--- config.mk ---
export PLATFORM = sky130hd
export DESIGN_NAME = tsq_acq_control
export DESIGN_NICKNAME = d
export VERILOG_FILES = /design/src/tsq_pkg.sv /design/src/tsq_acq_control.sv
export VERILOG_INCLUDE_DIRS = /design/src /design/src/src
export SDC_FILE = /design/constraint.sdc
export NUM_CORES = 1
export LEC_CHECK = 0
export BUFFER_PORTS_ARGS = -buffer_cell sky130_fd_sc_hd__clkbuf_2
export CELL_PAD_IN_SITES_DETAIL_PLACEMENT = 0
export CELL_PAD_IN_SITES_GLOBAL_PLACEMENT = 2
export CORE_ASPECT_RATIO = 0.5
export CORE_MARGIN = 2
export CORE_UTILIZATION = 40
export CTS_CLUSTER_SIZE = 28
export DETAILED_ROUTE_END_ITERATION = 6
export GPL_TIMING_DRIVEN = 0
export MAX_ROUTING_LAYER = met4
export PLACE_DENSITY = 0.81
export SLEW_MARGIN = 10
export SYNTH_ARGS = -nofsm -noshare
export SYNTH_HDL_FRONTEND = slang
export SYNTH_SLANG_ARGS = --single-unit
--- constraint.sdc ---
create_clock -name ref_clk -period 8.8 [get_ports ref_clk]
set_input_delay 0.44 -clock ref_clk [delete_from_list [all_inputs] [get_ports ref_clk]]
set_output_delay 0.44 -clock ref_clk [all_outputs]
set_load 0.05 [all_outputs]
--- src/tsq_map.svh ---
`ifndef TSQ_MAP_SVH
`define TSQ_MAP_SVH

// register offsets (byte addresses, one 32-bit word each)
`define TSQ_REG_CTRL      8'h00
`define TSQ_REG_SRC_A     8'h04
`define TSQ_REG_SRC_B     8'h08
`define TSQ_REG_SRC_R     8'h0C
`define TSQ_REG_LVL_A     8'h10
`define TSQ_REG_LVL_B     8'h14
`define TSQ_REG_LVL_R     8'h18
`define TSQ_REG_DELAY     8'h1C
`define TSQ_REG_COUNT     8'h20
`define TSQ_REG_TIMEOUT   8'h24
`define TSQ_REG_HOLDOFF   8'h28
`define TSQ_REG_PRE       8'h2C
`define TSQ_REG_POST      8'h30
`define TSQ_REG_STATUS    8'h34
`define TSQ_REG_CMD       8'h38

// control register fields
`define TSQ_CTRL_SEQ_BIT     0
`define TSQ_CTRL_ZONE_BIT    1
`define TSQ_CTRL_RST_EV_BIT  2
`define TSQ_CTRL_RST_TO_BIT  3
`define TSQ_CTRL_TOUT_BIT    4
`define TSQ_CTRL_ARM_BIT     5

// event setup fields: source in [4:0], type in [11:8]
`define TSQ_SRC_LSB   0
`define TSQ_SRC_MSB   4
`define TSQ_TYPE_LSB  8
`define TSQ_TYPE_MSB  11

// command register bits
`define TSQ_CMD_FIND_BIT  0

// source codes: 0..7 analog, 8 extern, 9 line, 16..31 logic, 10 bus
`define TSQ_SRC_EXTERN  5'h08
`define TSQ_SRC_LINE    5'h09
`define TSQ_SRC_BUS     5'h0A
`define TSQ_SRC_ANA_MAX 5'h07
`define TSQ_SRC_DIG_MIN 5'h10

// reset values
`define TSQ_CTRL_RESET  32'h00000000
`define TSQ_COUNT_RESET 16'h0001
`define TSQ_SRC_RESET   5'h00

`endif

--- src/tsq_pkg.sv ---
package tsq_pkg;

    typedef enum logic [3:0] {
        TSQ_EDGE, TSQ_GLITCH, TSQ_WIDTH, TSQ_RUNT, TSQ_WINDOW, TSQ_TIMEOUT,
        TSQ_INTERVAL, TSQ_SLEW, TSQ_SETUP_HOLD, TSQ_STATE, TSQ_PATTERN,
        TSQ_ANA_EDGE
    } tsq_trig_type;

    typedef enum {
        TSQ_ACQ_IDLE, TSQ_ACQ_PRE, TSQ_ACQ_ARMED, TSQ_ACQ_POST,
        TSQ_ACQ_HOLDOFF
    } tsq_acq_type;

    typedef enum {
        TSQ_SEQ_WAIT_A, TSQ_SEQ_DELAY, TSQ_SEQ_COUNT_B
    } tsq_seq_type;

endpackage

--- src/tsq_acq_control.sv ---
// Summary of operation
// - trigger fires only when all conditions of the active setup match together
// - while armed, sample continuously and hold the pre-trigger samples
// - after trigger, fill post-trigger part, then halt and await next
// - ignore triggers until acquisition done and holdoff expired
// - find level sets threshold to half of max peak minus min peak
// - in sequence mode find level updates A and B thresholds, and R only when the reset event is enabled
// - find level refused for extern and line sources
// - arm B detection only after A met and delay fully expired
// - count qualifying B events up to programmed count, one allowed
// - B event reaching count triggers, then sequence restarts at A
// - B events before A or during delay are not counted
// - reset condition may be timeout, reset event, or both
// - sequence sources must be analog channels; bad settings corrected
// - setup-hold, state, pattern types only in single-event mode
// - extern source allows only the analog edge type
// - logic sources allow edge, width, timeout, state, pattern only
// - logic channels and bus sources only in single-event mode
// - line source derives trigger from mains sync, edge type only
// - sequence type selects A-B-R or A together with zone condition in the same cycle
// - drive trigger output on each trigger when enabled
// - reset event before count reached abandons count, restarts
// - timeout before count reached restarts from A
`timescale 1ns/1ps
`default_nettype none
`include "tsq_map.svh"

module tsq_acq_control #(
    parameter int SW  = 12,
    parameter int CW  = 32,
    parameter int AW  = 8
) (
    // clock, reset, enable
    input  wire logic          ref_clk,
    input  wire logic          srst,
    input  wire logic          clk_en,
    // register port
    input  wire logic [AW-1:0] reg_addr,
    input  wire logic [31:0]   reg_wdata,
    input  wire logic          reg_wr,
    input  wire logic          reg_rd,
    output logic [31:0]        reg_rdata,
    // sample stream and per-event condition matches (same clock)
    input  wire logic [SW-1:0] sample,
    input  wire logic          cond_a,
    input  wire logic          cond_b,
    input  wire logic          cond_r,
    input  wire logic          zone_hit,
    // mains sync comes from outside the clock domain
    input  wire logic          line_sync,
    // acquisition outputs
    output logic               sample_we,
    output logic               trig_out,
    output logic               acq_done
);

    // ------------------------------------------------------------
    // configuration registers
    // ------------------------------------------------------------
    logic [31:0]   ctrl;
    logic [31:0]   src_a;
    logic [31:0]   src_b;
    logic [31:0]   src_r;
    logic [SW-1:0] lvl_a;
    logic [SW-1:0] lvl_b;
    logic [SW-1:0] lvl_r;
    logic [CW-1:0] delay_cyc;
    logic [15:0]   count_b;
    logic [CW-1:0] tout_cyc;
    logic [CW-1:0] holdoff_cyc;
    logic [CW-1:0] pre_cyc;
    logic [CW-1:0] post_cyc;
    logic          find_rej;
    logic          fix_done;

    // ------------------------------------------------------------
    // configuration checks
    // ------------------------------------------------------------
    function automatic logic is_ana(input logic [4:0] s);
        is_ana = (s <= `TSQ_SRC_ANA_MAX);
    endfunction
    function automatic logic type_ok(input logic [4:0] s,
                                     input logic [3:0] t,
                                     input logic       seq);
        type_ok = 1'b1;
        if (s == `TSQ_SRC_EXTERN)
            type_ok = (t == tsq_pkg::TSQ_ANA_EDGE);
        else if (s == `TSQ_SRC_LINE)
            type_ok = (t == tsq_pkg::TSQ_EDGE);
        else if (s >= `TSQ_SRC_DIG_MIN)
            type_ok = (t == tsq_pkg::TSQ_EDGE) || (t == tsq_pkg::TSQ_WIDTH) ||
                      (t == tsq_pkg::TSQ_TIMEOUT) ||
                      (t == tsq_pkg::TSQ_STATE) ||
                      (t == tsq_pkg::TSQ_PATTERN);
        else if (t == tsq_pkg::TSQ_ANA_EDGE)
            type_ok = 1'b0;
        if (seq && ((t == tsq_pkg::TSQ_SETUP_HOLD) ||
                    (t == tsq_pkg::TSQ_STATE) ||
                    (t == tsq_pkg::TSQ_PATTERN)))
            type_ok = 1'b0;
    endfunction
    // correct a source word to something that fits
    function automatic logic [31:0] fix_src(input logic [31:0] w,
                                            input logic        seq);
        logic [4:0]  s;
        logic [3:0]  t;
        logic [31:0] r;
        s = w[`TSQ_SRC_MSB:`TSQ_SRC_LSB];
        t = w[`TSQ_TYPE_MSB:`TSQ_TYPE_LSB];
        r = w;
        if (seq && !is_ana(s))
            s = `TSQ_SRC_RESET;
        if (!type_ok(s, t, seq))
            t = (s == `TSQ_SRC_EXTERN) ? 4'(tsq_pkg::TSQ_ANA_EDGE)
                                       : 4'(tsq_pkg::TSQ_EDGE);
        r[`TSQ_SRC_MSB:`TSQ_SRC_LSB]   = s;
        r[`TSQ_TYPE_MSB:`TSQ_TYPE_LSB] = t;
        fix_src = r;
    endfunction
    logic seq_mode;
    logic zone_mode;
    logic arm;
    assign seq_mode  = ctrl[`TSQ_CTRL_SEQ_BIT];
    assign zone_mode = ctrl[`TSQ_CTRL_ZONE_BIT];
    assign arm       = ctrl[`TSQ_CTRL_ARM_BIT];

    // ------------------------------------------------------------
    // peak tracker for automatic level
    // ------------------------------------------------------------
    logic [SW-1:0] pk_max;
    logic [SW-1:0] pk_min;
    logic [SW-1:0] auto_lvl;
    logic          find_req;
    assign auto_lvl = SW'((pk_max - pk_min) >> 1);
    assign find_req = clk_en && reg_wr && (reg_addr == AW'(`TSQ_REG_CMD)) &&
                      reg_wdata[`TSQ_CMD_FIND_BIT];
    // a find opens a fresh peak window
    always_ff @(posedge ref_clk) begin
        if (srst || find_req) begin
            pk_max <= '0;
            pk_min <= '1;
        end else if (clk_en) begin
            if (sample > pk_max)
                pk_max <= sample;
            if (sample < pk_min)
                pk_min <= sample;
        end
    end

    // ------------------------------------------------------------
    // register writes
    // ------------------------------------------------------------
    logic find_bad;
    // no auto level on extern or line
    assign find_bad = (src_a[4:0] == `TSQ_SRC_EXTERN) ||
                      (src_a[4:0] == `TSQ_SRC_LINE);
    always_ff @(posedge ref_clk) begin
        if (srst) begin
            ctrl        <= `TSQ_CTRL_RESET;
            src_a       <= '0;
            src_b       <= '0;
            src_r       <= '0;
            lvl_a       <= '0;
            lvl_b       <= '0;
            lvl_r       <= '0;
            delay_cyc   <= '0;
            count_b     <= `TSQ_COUNT_RESET;
            tout_cyc    <= '0;
            holdoff_cyc <= '0;
            pre_cyc     <= '0;
            post_cyc    <= '0;
            find_rej    <= 1'b0;
            fix_done    <= 1'b0;
        end else if (clk_en) begin
            if (reg_wr) begin
                unique case (reg_addr)
                    AW'(`TSQ_REG_CTRL): begin
                        ctrl     <= reg_wdata;
                        src_a    <= fix_src(src_a, reg_wdata[0]);
                        src_b    <= fix_src(src_b, reg_wdata[0]);
                        src_r    <= fix_src(src_r, reg_wdata[0]);
                        fix_done <= 1'b1;
                    end
                    AW'(`TSQ_REG_SRC_A):   src_a <= fix_src(reg_wdata, seq_mode);
                    AW'(`TSQ_REG_SRC_B):   src_b <= fix_src(reg_wdata, 1'b1);
                    AW'(`TSQ_REG_SRC_R):   src_r <= fix_src(reg_wdata, 1'b1);
                    AW'(`TSQ_REG_LVL_A):   lvl_a <= reg_wdata[SW-1:0];
                    AW'(`TSQ_REG_LVL_B):   lvl_b <= reg_wdata[SW-1:0];
                    AW'(`TSQ_REG_LVL_R):   lvl_r <= reg_wdata[SW-1:0];
                    AW'(`TSQ_REG_DELAY):   delay_cyc <= reg_wdata[CW-1:0];
                    AW'(`TSQ_REG_COUNT):   count_b <= (reg_wdata[15:0] == 16'h0000)
                                              ? 16'h0001 : reg_wdata[15:0];
                    AW'(`TSQ_REG_TIMEOUT): tout_cyc <= reg_wdata[CW-1:0];
                    AW'(`TSQ_REG_HOLDOFF): holdoff_cyc <= reg_wdata[CW-1:0];
                    AW'(`TSQ_REG_PRE):     pre_cyc <= reg_wdata[CW-1:0];
                    AW'(`TSQ_REG_POST):    post_cyc <= reg_wdata[CW-1:0];
                    AW'(`TSQ_REG_CMD): begin
                        if (reg_wdata[`TSQ_CMD_FIND_BIT]) begin
                            find_rej <= find_bad;
                            if (!find_bad) begin
                                lvl_a <= auto_lvl;
                                if (seq_mode) begin
                                    lvl_b <= auto_lvl;
                                    if (ctrl[`TSQ_CTRL_RST_EV_BIT])
                                        lvl_r <= auto_lvl;
                                end
                            end
                        end
                    end
                    default: ;
                endcase
            end
        end
    end

    // ------------------------------------------------------------
    // sequence engine
    // ------------------------------------------------------------
    logic                line_s1;
    logic                line_s2;
    logic                line_d;
    tsq_pkg::tsq_seq_type seq_st;
    logic [CW-1:0]       seq_cnt;
    logic [CW-1:0]       tout_cnt;
    logic [15:0]         b_hits;
    logic                trig_hit;
    logic                ev_a;
    logic                rst_hit;
    logic                accepting;
    // two-flop sync, then edge of the mains reference
    always_ff @(posedge ref_clk) begin
        if (srst) begin
            line_s1 <= 1'b0;
            line_s2 <= 1'b0;
            line_d  <= 1'b0;
        end else if (clk_en) begin
            line_s1 <= line_sync;
            line_s2 <= line_s1;
            line_d  <= line_s2;
        end
    end
    // A event is the full match of the configured condition
    assign ev_a = (src_a[4:0] == `TSQ_SRC_LINE) ? (line_s2 && !line_d)
                                                 : cond_a;
    assign rst_hit = (ctrl[`TSQ_CTRL_RST_EV_BIT] && cond_r) ||
                     (ctrl[`TSQ_CTRL_RST_TO_BIT] && tout_cnt == '0);
    always_ff @(posedge ref_clk) begin
        if (srst) begin
            seq_st   <= tsq_pkg::TSQ_SEQ_WAIT_A;
            seq_cnt  <= '0;
            tout_cnt <= '0;
            b_hits   <= '0;
        end else if (clk_en) begin
            unique case (seq_st)
                tsq_pkg::TSQ_SEQ_WAIT_A: begin
                    b_hits <= '0;
                    if (seq_mode && !zone_mode && accepting && ev_a) begin
                        seq_cnt <= delay_cyc;
                        seq_st  <= tsq_pkg::TSQ_SEQ_DELAY;
                    end
                end
                tsq_pkg::TSQ_SEQ_DELAY: begin
                    if (seq_cnt == '0) begin
                        tout_cnt <= tout_cyc;
                        seq_st   <= tsq_pkg::TSQ_SEQ_COUNT_B;
                    end else
                        seq_cnt <= seq_cnt - 1'b1;
                end
                tsq_pkg::TSQ_SEQ_COUNT_B: begin
                    if (tout_cnt != '0)
                        tout_cnt <= tout_cnt - 1'b1;
                    if (rst_hit) begin
                        seq_st <= tsq_pkg::TSQ_SEQ_WAIT_A;
                    end else if (cond_b) begin
                        if (b_hits + 16'h0001 >= count_b)
                            seq_st <= tsq_pkg::TSQ_SEQ_WAIT_A;
                        else
                            b_hits <= b_hits + 16'h0001;
                    end
                end
            endcase
            if (!seq_mode || zone_mode)
                seq_st <= tsq_pkg::TSQ_SEQ_WAIT_A;
        end
    end
    // choose single, A-B-R, or A with zone in the same cycle
    assign trig_hit = !seq_mode ? ev_a
                    : zone_mode ? (ev_a && zone_hit)
                    : (seq_st == tsq_pkg::TSQ_SEQ_COUNT_B) && !rst_hit &&
                      cond_b && (b_hits + 16'h0001 >= count_b);

    // ------------------------------------------------------------
    // acquisition control
    // ------------------------------------------------------------
    tsq_pkg::tsq_acq_type acq_st;
    logic [CW-1:0]        acq_cnt;
    assign accepting = (acq_st == tsq_pkg::TSQ_ACQ_ARMED);
    always_ff @(posedge ref_clk) begin
        if (srst) begin
            acq_st    <= tsq_pkg::TSQ_ACQ_IDLE;
            acq_cnt   <= '0;
            sample_we <= 1'b0;
            trig_out  <= 1'b0;
            acq_done  <= 1'b0;
        end else if (clk_en) begin
            trig_out <= 1'b0;
            acq_done <= 1'b0;
            unique case (acq_st)
                tsq_pkg::TSQ_ACQ_IDLE: begin
                    sample_we <= arm;
                    if (arm) begin
                        acq_cnt <= pre_cyc;
                        acq_st  <= tsq_pkg::TSQ_ACQ_PRE;
                    end
                end
                tsq_pkg::TSQ_ACQ_PRE: begin
                    if (acq_cnt == '0)
                        acq_st <= tsq_pkg::TSQ_ACQ_ARMED;
                    else
                        acq_cnt <= acq_cnt - 1'b1;
                end
                tsq_pkg::TSQ_ACQ_ARMED: begin
                    sample_we <= arm;
                    if (!arm)
                        acq_st <= tsq_pkg::TSQ_ACQ_IDLE;
                    else if (trig_hit) begin
                        trig_out <= ctrl[`TSQ_CTRL_TOUT_BIT];
                        acq_cnt  <= post_cyc;
                        acq_st   <= tsq_pkg::TSQ_ACQ_POST;
                    end
                end
                tsq_pkg::TSQ_ACQ_POST: begin
                    if (acq_cnt == '0) begin
                        sample_we <= 1'b0;
                        acq_done  <= 1'b1;
                        acq_cnt   <= holdoff_cyc;
                        acq_st    <= tsq_pkg::TSQ_ACQ_HOLDOFF;
                    end else
                        acq_cnt <= acq_cnt - 1'b1;
                end
                tsq_pkg::TSQ_ACQ_HOLDOFF: begin
                    // no trigger accepted until holdoff expires
                    if (acq_cnt == '0)
                        acq_st <= tsq_pkg::TSQ_ACQ_IDLE;
                    else
                        acq_cnt <= acq_cnt - 1'b1;
                end
            endcase
        end
    end

    // ------------------------------------------------------------
    // read back
    // ------------------------------------------------------------
    always_ff @(posedge ref_clk) begin
        if (srst) begin
            reg_rdata <= '0;
        end else if (clk_en) begin
            reg_rdata <= '0;
            if (reg_rd) begin
                unique case (reg_addr)
                    AW'(`TSQ_REG_CTRL):    reg_rdata <= ctrl;
                    AW'(`TSQ_REG_SRC_A):   reg_rdata <= src_a;
                    AW'(`TSQ_REG_SRC_B):   reg_rdata <= src_b;
                    AW'(`TSQ_REG_SRC_R):   reg_rdata <= src_r;
                    AW'(`TSQ_REG_LVL_A):   reg_rdata <= 32'(lvl_a);
                    AW'(`TSQ_REG_LVL_B):   reg_rdata <= 32'(lvl_b);
                    AW'(`TSQ_REG_LVL_R):   reg_rdata <= 32'(lvl_r);
                    AW'(`TSQ_REG_DELAY):   reg_rdata <= 32'(delay_cyc);
                    AW'(`TSQ_REG_COUNT):   reg_rdata <= 32'(count_b);
                    AW'(`TSQ_REG_TIMEOUT): reg_rdata <= 32'(tout_cyc);
                    AW'(`TSQ_REG_HOLDOFF): reg_rdata <= 32'(holdoff_cyc);
                    AW'(`TSQ_REG_PRE):     reg_rdata <= 32'(pre_cyc);
                    AW'(`TSQ_REG_POST):    reg_rdata <= 32'(post_cyc);
                    AW'(`TSQ_REG_STATUS):
                        reg_rdata <= {16'h0000, b_hits[7:0], 1'b0,
                                      fix_done, find_rej,
                                      2'(seq_st), 3'(acq_st)};
                    default:               reg_rdata <= '0;
                endcase
            end
        end
    end

endmodule
`default_nettype wire

==> impl_metrics.sql <==
INSERT INTO impl_metrics (metric_group, metric, value, unit) VALUES
('worst_hold_path', 'holdCritPathClass', 'input port to flip-flop', ''),
('sta', 'min_period', '5.60', 'ns'),
('critical_path', 'arrival', '6.15', 'ns'),
('grt', 'gr-total-overflow', '0', ''),
('floorplan', 'die_h', '186', 'um'),
('clock_tree', 'clk_pin_slew', '0.07', 'ns'),
('place', 'gp_congestion', '1.02', ''),
('outcome', 'outcome', 'finished with violations', ''),
('clock_tree', 'cts_num_sinks', '521', ''),
('clock_tree', 'clock_latency', '0.64', 'ns'),
('finish', 'num-nets-final', '3739', ''),
('yosys', 'synth.avg_cell_area', '7.60', 'um^2'),
('critical_path', 'criticalPathCategory', 'flip-flop to flip-flop', ''),
('finish', 'final_layout_size_suffix_gt1_share', '6.64', '%'),
('pwr', 'p_int', '3920', 'uW'),
('critical_path', 'timing.critical_path.from', 'b_hits[0]$_SDFFE_PP0P_', ''),
('route', 'avgViaCountPerCell', '6.33', ''),
('pwr', 'power.leakage', '0.0102', 'uW'),
('sta', 'rsz0062_at_grt', 'false', ''),
('sta', 'drv_slew', '0', ''),
('critical_path', 'worstPathRequired', '9.36', 'ns'),
('place', 'place.detailed.hpwl', '105000', 'um'),
('pwr', 'share_seq_of_total_power', '45.2', '%'),
('worst_hold_path', 'hold_start', 'line_sync', ''),
('pwr', 'switching_share', '25.7', '%'),
('sta', 'max_slew_margin', '5.82', '%'),
('outcome', 'violations', 'DRC', ''),
('route', 'ant_nets', '0', ''),
('finish', 'layout_commonest_cell', 'sky130_fd_sc_hd__nand2_1', ''),
('floorplan', 'die-area', '68300', 'um^2'),
('clock_tree', 'cts-buffers-inserted', '52', ''),
('route', 'wl_per_cell', '30.2', 'um'),
('sta', 'final_hold_viol_count', '0', ''),
('sta', 'final.period_utilization', '63.6', '%'),
('yosys', 'syn_nets', '3602', ''),
('critical_path', 'rrSetupSlack', '3.20', 'ns'),
('sta', 'setup_viol_count_final', '0', ''),
('clock_tree', 'cts_root_buf', 'sky130_fd_sc_hd__clkbuf_16', ''),
('yosys', 'yosys_cell_types', '88', ''),
('yosys', 'async_flop_share', '0', '%'),
('pwr', 'power.ir.vdd_worst', '0.121', 'mV'),
('floorplan', 'starting_density_of_the_core', '40.6', '%'),
('sta', 'max_slew.worst_pin.slew', '1.40', 'ns'),
('yosys', 'fraction_of_the_yosys_area_taken_by_sequential_cells', '39.4', '%'),
('sta', 'final.setup.tns', '0', 'ns'),
('floorplan', 'fp.dieW', '368', 'um'),
('route', 'pre_antenna_drt_iters', '7', ''),
('worst_hold_path', 'min_delay_worst_endpoint', 'line_s1$_SDFFE_PP0P_', ''),
('clock_tree', 'postCtsResizedCells', '0', ''),
('finish', 'fill_cells', '6688', ''),
('critical_path', 'critical_path.max_fanout', '8', ''),
('yosys', 'dominantRegCellSynth', 'sky130_fd_sc_hd__dfxtp_1', ''),
('pwr', 'power_frac_comb', '6.7', '%'),
('yosys', 'synth_enable_flop_cells', '0', ''),
('clock_tree', 'post_cts_buffers', '0', ''),
('critical_path', 'worstSetupEndpointType', 'flip-flop', ''),
('yosys', 'syn-instance-count', '3481', ''),
('grt', 'vias_in_the_first_global_route', '25496', ''),
('clock_tree', 'cts.htree.levels', '2', ''),
('floorplan', 'core', '65200', 'um^2'),
('pwr', 'power.clock.fraction', '48.1', '%'),
('yosys', 'synth_area', '26400', 'um^2'),
('critical_path', 'worstRegToRegCells', '14', ''),
('pwr', 'total_switching_power', '1360', 'uW'),
('critical_path', 'worst_setup_path_start_kind', 'flip-flop', ''),
('grt', 'number_of_antenna_violations_at_the_first_check_in_global_routing', '7', ''),
('route', 'via_count', '28790', ''),
('floorplan', 'num_io_pins', '97', ''),
('route', 'remaining_drc_errors', '1', ''),
('grt', 'grt_pass1_wl', '192000', 'um'),
('finish', 'layout_common_cells', 'sky130_fd_sc_hd__nand2_1, sky130_fd_sc_hd__dfxtp_1, sky130_fd_sc_hd__a21oi_1', '');
## flip-flops by register name, summed over array words and instances (netlist names), 16 cells and up
name and flops:
src_a 32, count_b 16, holdoff_cyc 32, tout_cnt 32, tout_cyc 32, acq_cnt 32
pre_cyc 32, delay_cyc 32, post_cyc 32, src_r 32, seq_cnt 32, b_hits 16
reg_rdata 32, ctrl 32, src_b 32
## per-layer routing
metal	track usage (%)	vias up	wire, um
met2	54.2	1837	53100
met4	11.0	0	4290
met5	-	-	0
li1	-	12717	-
met1	56.7	14003	60800
met3	13.3	233	19400
## per-stage QoR
stage / util (%) / setup slack, ns / cell area, um^2 / instances / hold WS (ns)
after CTS: 45.8 / 3.40 / 29900 / 4544 / 0.0547
final: 45.9 / 3.20 / 29900 / 4549 / 0.0705
after floorplan: - / 4.59 / 26400 / 3481 / 0.436
after detailed placement: 43.0 / 3.43 / 28000 / 4448 / 0.447
after global routing: 45.9 / 2.78 / 29900 / 4547 / 0.0854
after global placement: 42.9 / 3.32 / 27900 / 4444 / 0.441
## kinds of logic after synthesis
logic type / after synthesis / share of synthesized area (%)
AND/OR/NAND/NOR: 1360 / 23.1
adder cells (fa/ha/maj): 59 / 2.82
AO/OA/AOI/OAI: 1093 / 26.5
multiplexers: 38 / 1.47
XOR/XNOR: 32 / 1.06
flip-flops: 521 / 39.4
buffers and inverters: 378 / 5.58
## worst max-delay path by stage
| stage | cells after the start | to |
|---|---|---|
| 3_3_place_gp | 15 | b_hits[10]$_SDFFE_PP0P_ |
| 2_1_floorplan | 13 | b_hits[15]$_SDFFE_PP0P_ |
| 6_report | 14 | b_hits[15]$_SDFFE_PP0P_ |
| 4_1_cts | 14 | b_hits[15]$_SDFFE_PP0P_ |
| 3_5_place_dp | 14 | b_hits[15]$_SDFFE_PP0P_ |
| 5_1_grt | 15 | b_hits[10]$_SDFFE_PP0P_ |
## cells in the mapped netlist (all sizes together) (27+ instances only)
cell type	instances	share of area [%]
a21oi	459	8.7
dfxtp	521	39
nand3	105	2.0
ha	58	2.7
nor2	212	3.0
nor2b	39	0.92
a22o	44	1.5
and3	35	0.83
mux2i	31	1.2
nor3	46	0.89
nand4	27	0.64
a22oi	109	3.1
a221oi	44	1.5
nand2b	32	0.76
o22ai	29	0.69
nor4	34	0.85
clkbuf	270	3.9
inv	83	1.2
a211oi	64	1.8
o21ai	122	2.3
nand2	735	10
## power groups by stage
stage / sequential (uW) / clock, uW / combinational [uW]
2_1_floorplan: 2430 / 0 / 189
3_3_place_gp: 2440 / 0 / 338
3_5_place_dp: 2440 / 0 / 341
4_1_cts: 2380 / 2550 / 343
5_1_grt: 2380 / 2630 / 372
6_report: 2380 / 2540 / 352
## layout make-up
cell class,instances,area [um^2],area share [%]
multi-input combinational,2582,14600,48.8
timing repair buffer,83,440,1.47
antenna,5,12.5,0.0418
clock buffer,69,1450,4.84
clock inverter,27,402,1.34
sequential,521,10400,34.9
buffer,293,1170,3.91
tap,884,1110,3.70
inverter,85,319,1.07
## critical path, cell delays in order (launching register included)
cell and delay, ns:
sky130_fd_sc_hd__dfxtp_1 0.67, sky130_fd_sc_hd__ha_1 0.34, sky130_fd_sc_hd__nand3_1 0.18, sky130_fd_sc_hd__nor4_1 0.73, sky130_fd_sc_hd__nand3_1 0.32, sky130_fd_sc_hd__nor2_1 0.20, sky130_fd_sc_hd__xor2_1 0.22, sky130_fd_sc_hd__ha_1 0.28
sky130_fd_sc_hd__nand3_1 0.10, sky130_fd_sc_hd__nor3_1 0.08, sky130_fd_sc_hd__a221oi_1 0.32, sky130_fd_sc_hd__o211ai_1 0.35, sky130_fd_sc_hd__nor3_1 0.92, sky130_fd_sc_hd__or4b_2 0.65, sky130_fd_sc_hd__a21oi_1 0.15
Note: power is estimated with default switching activity, not from simulation.
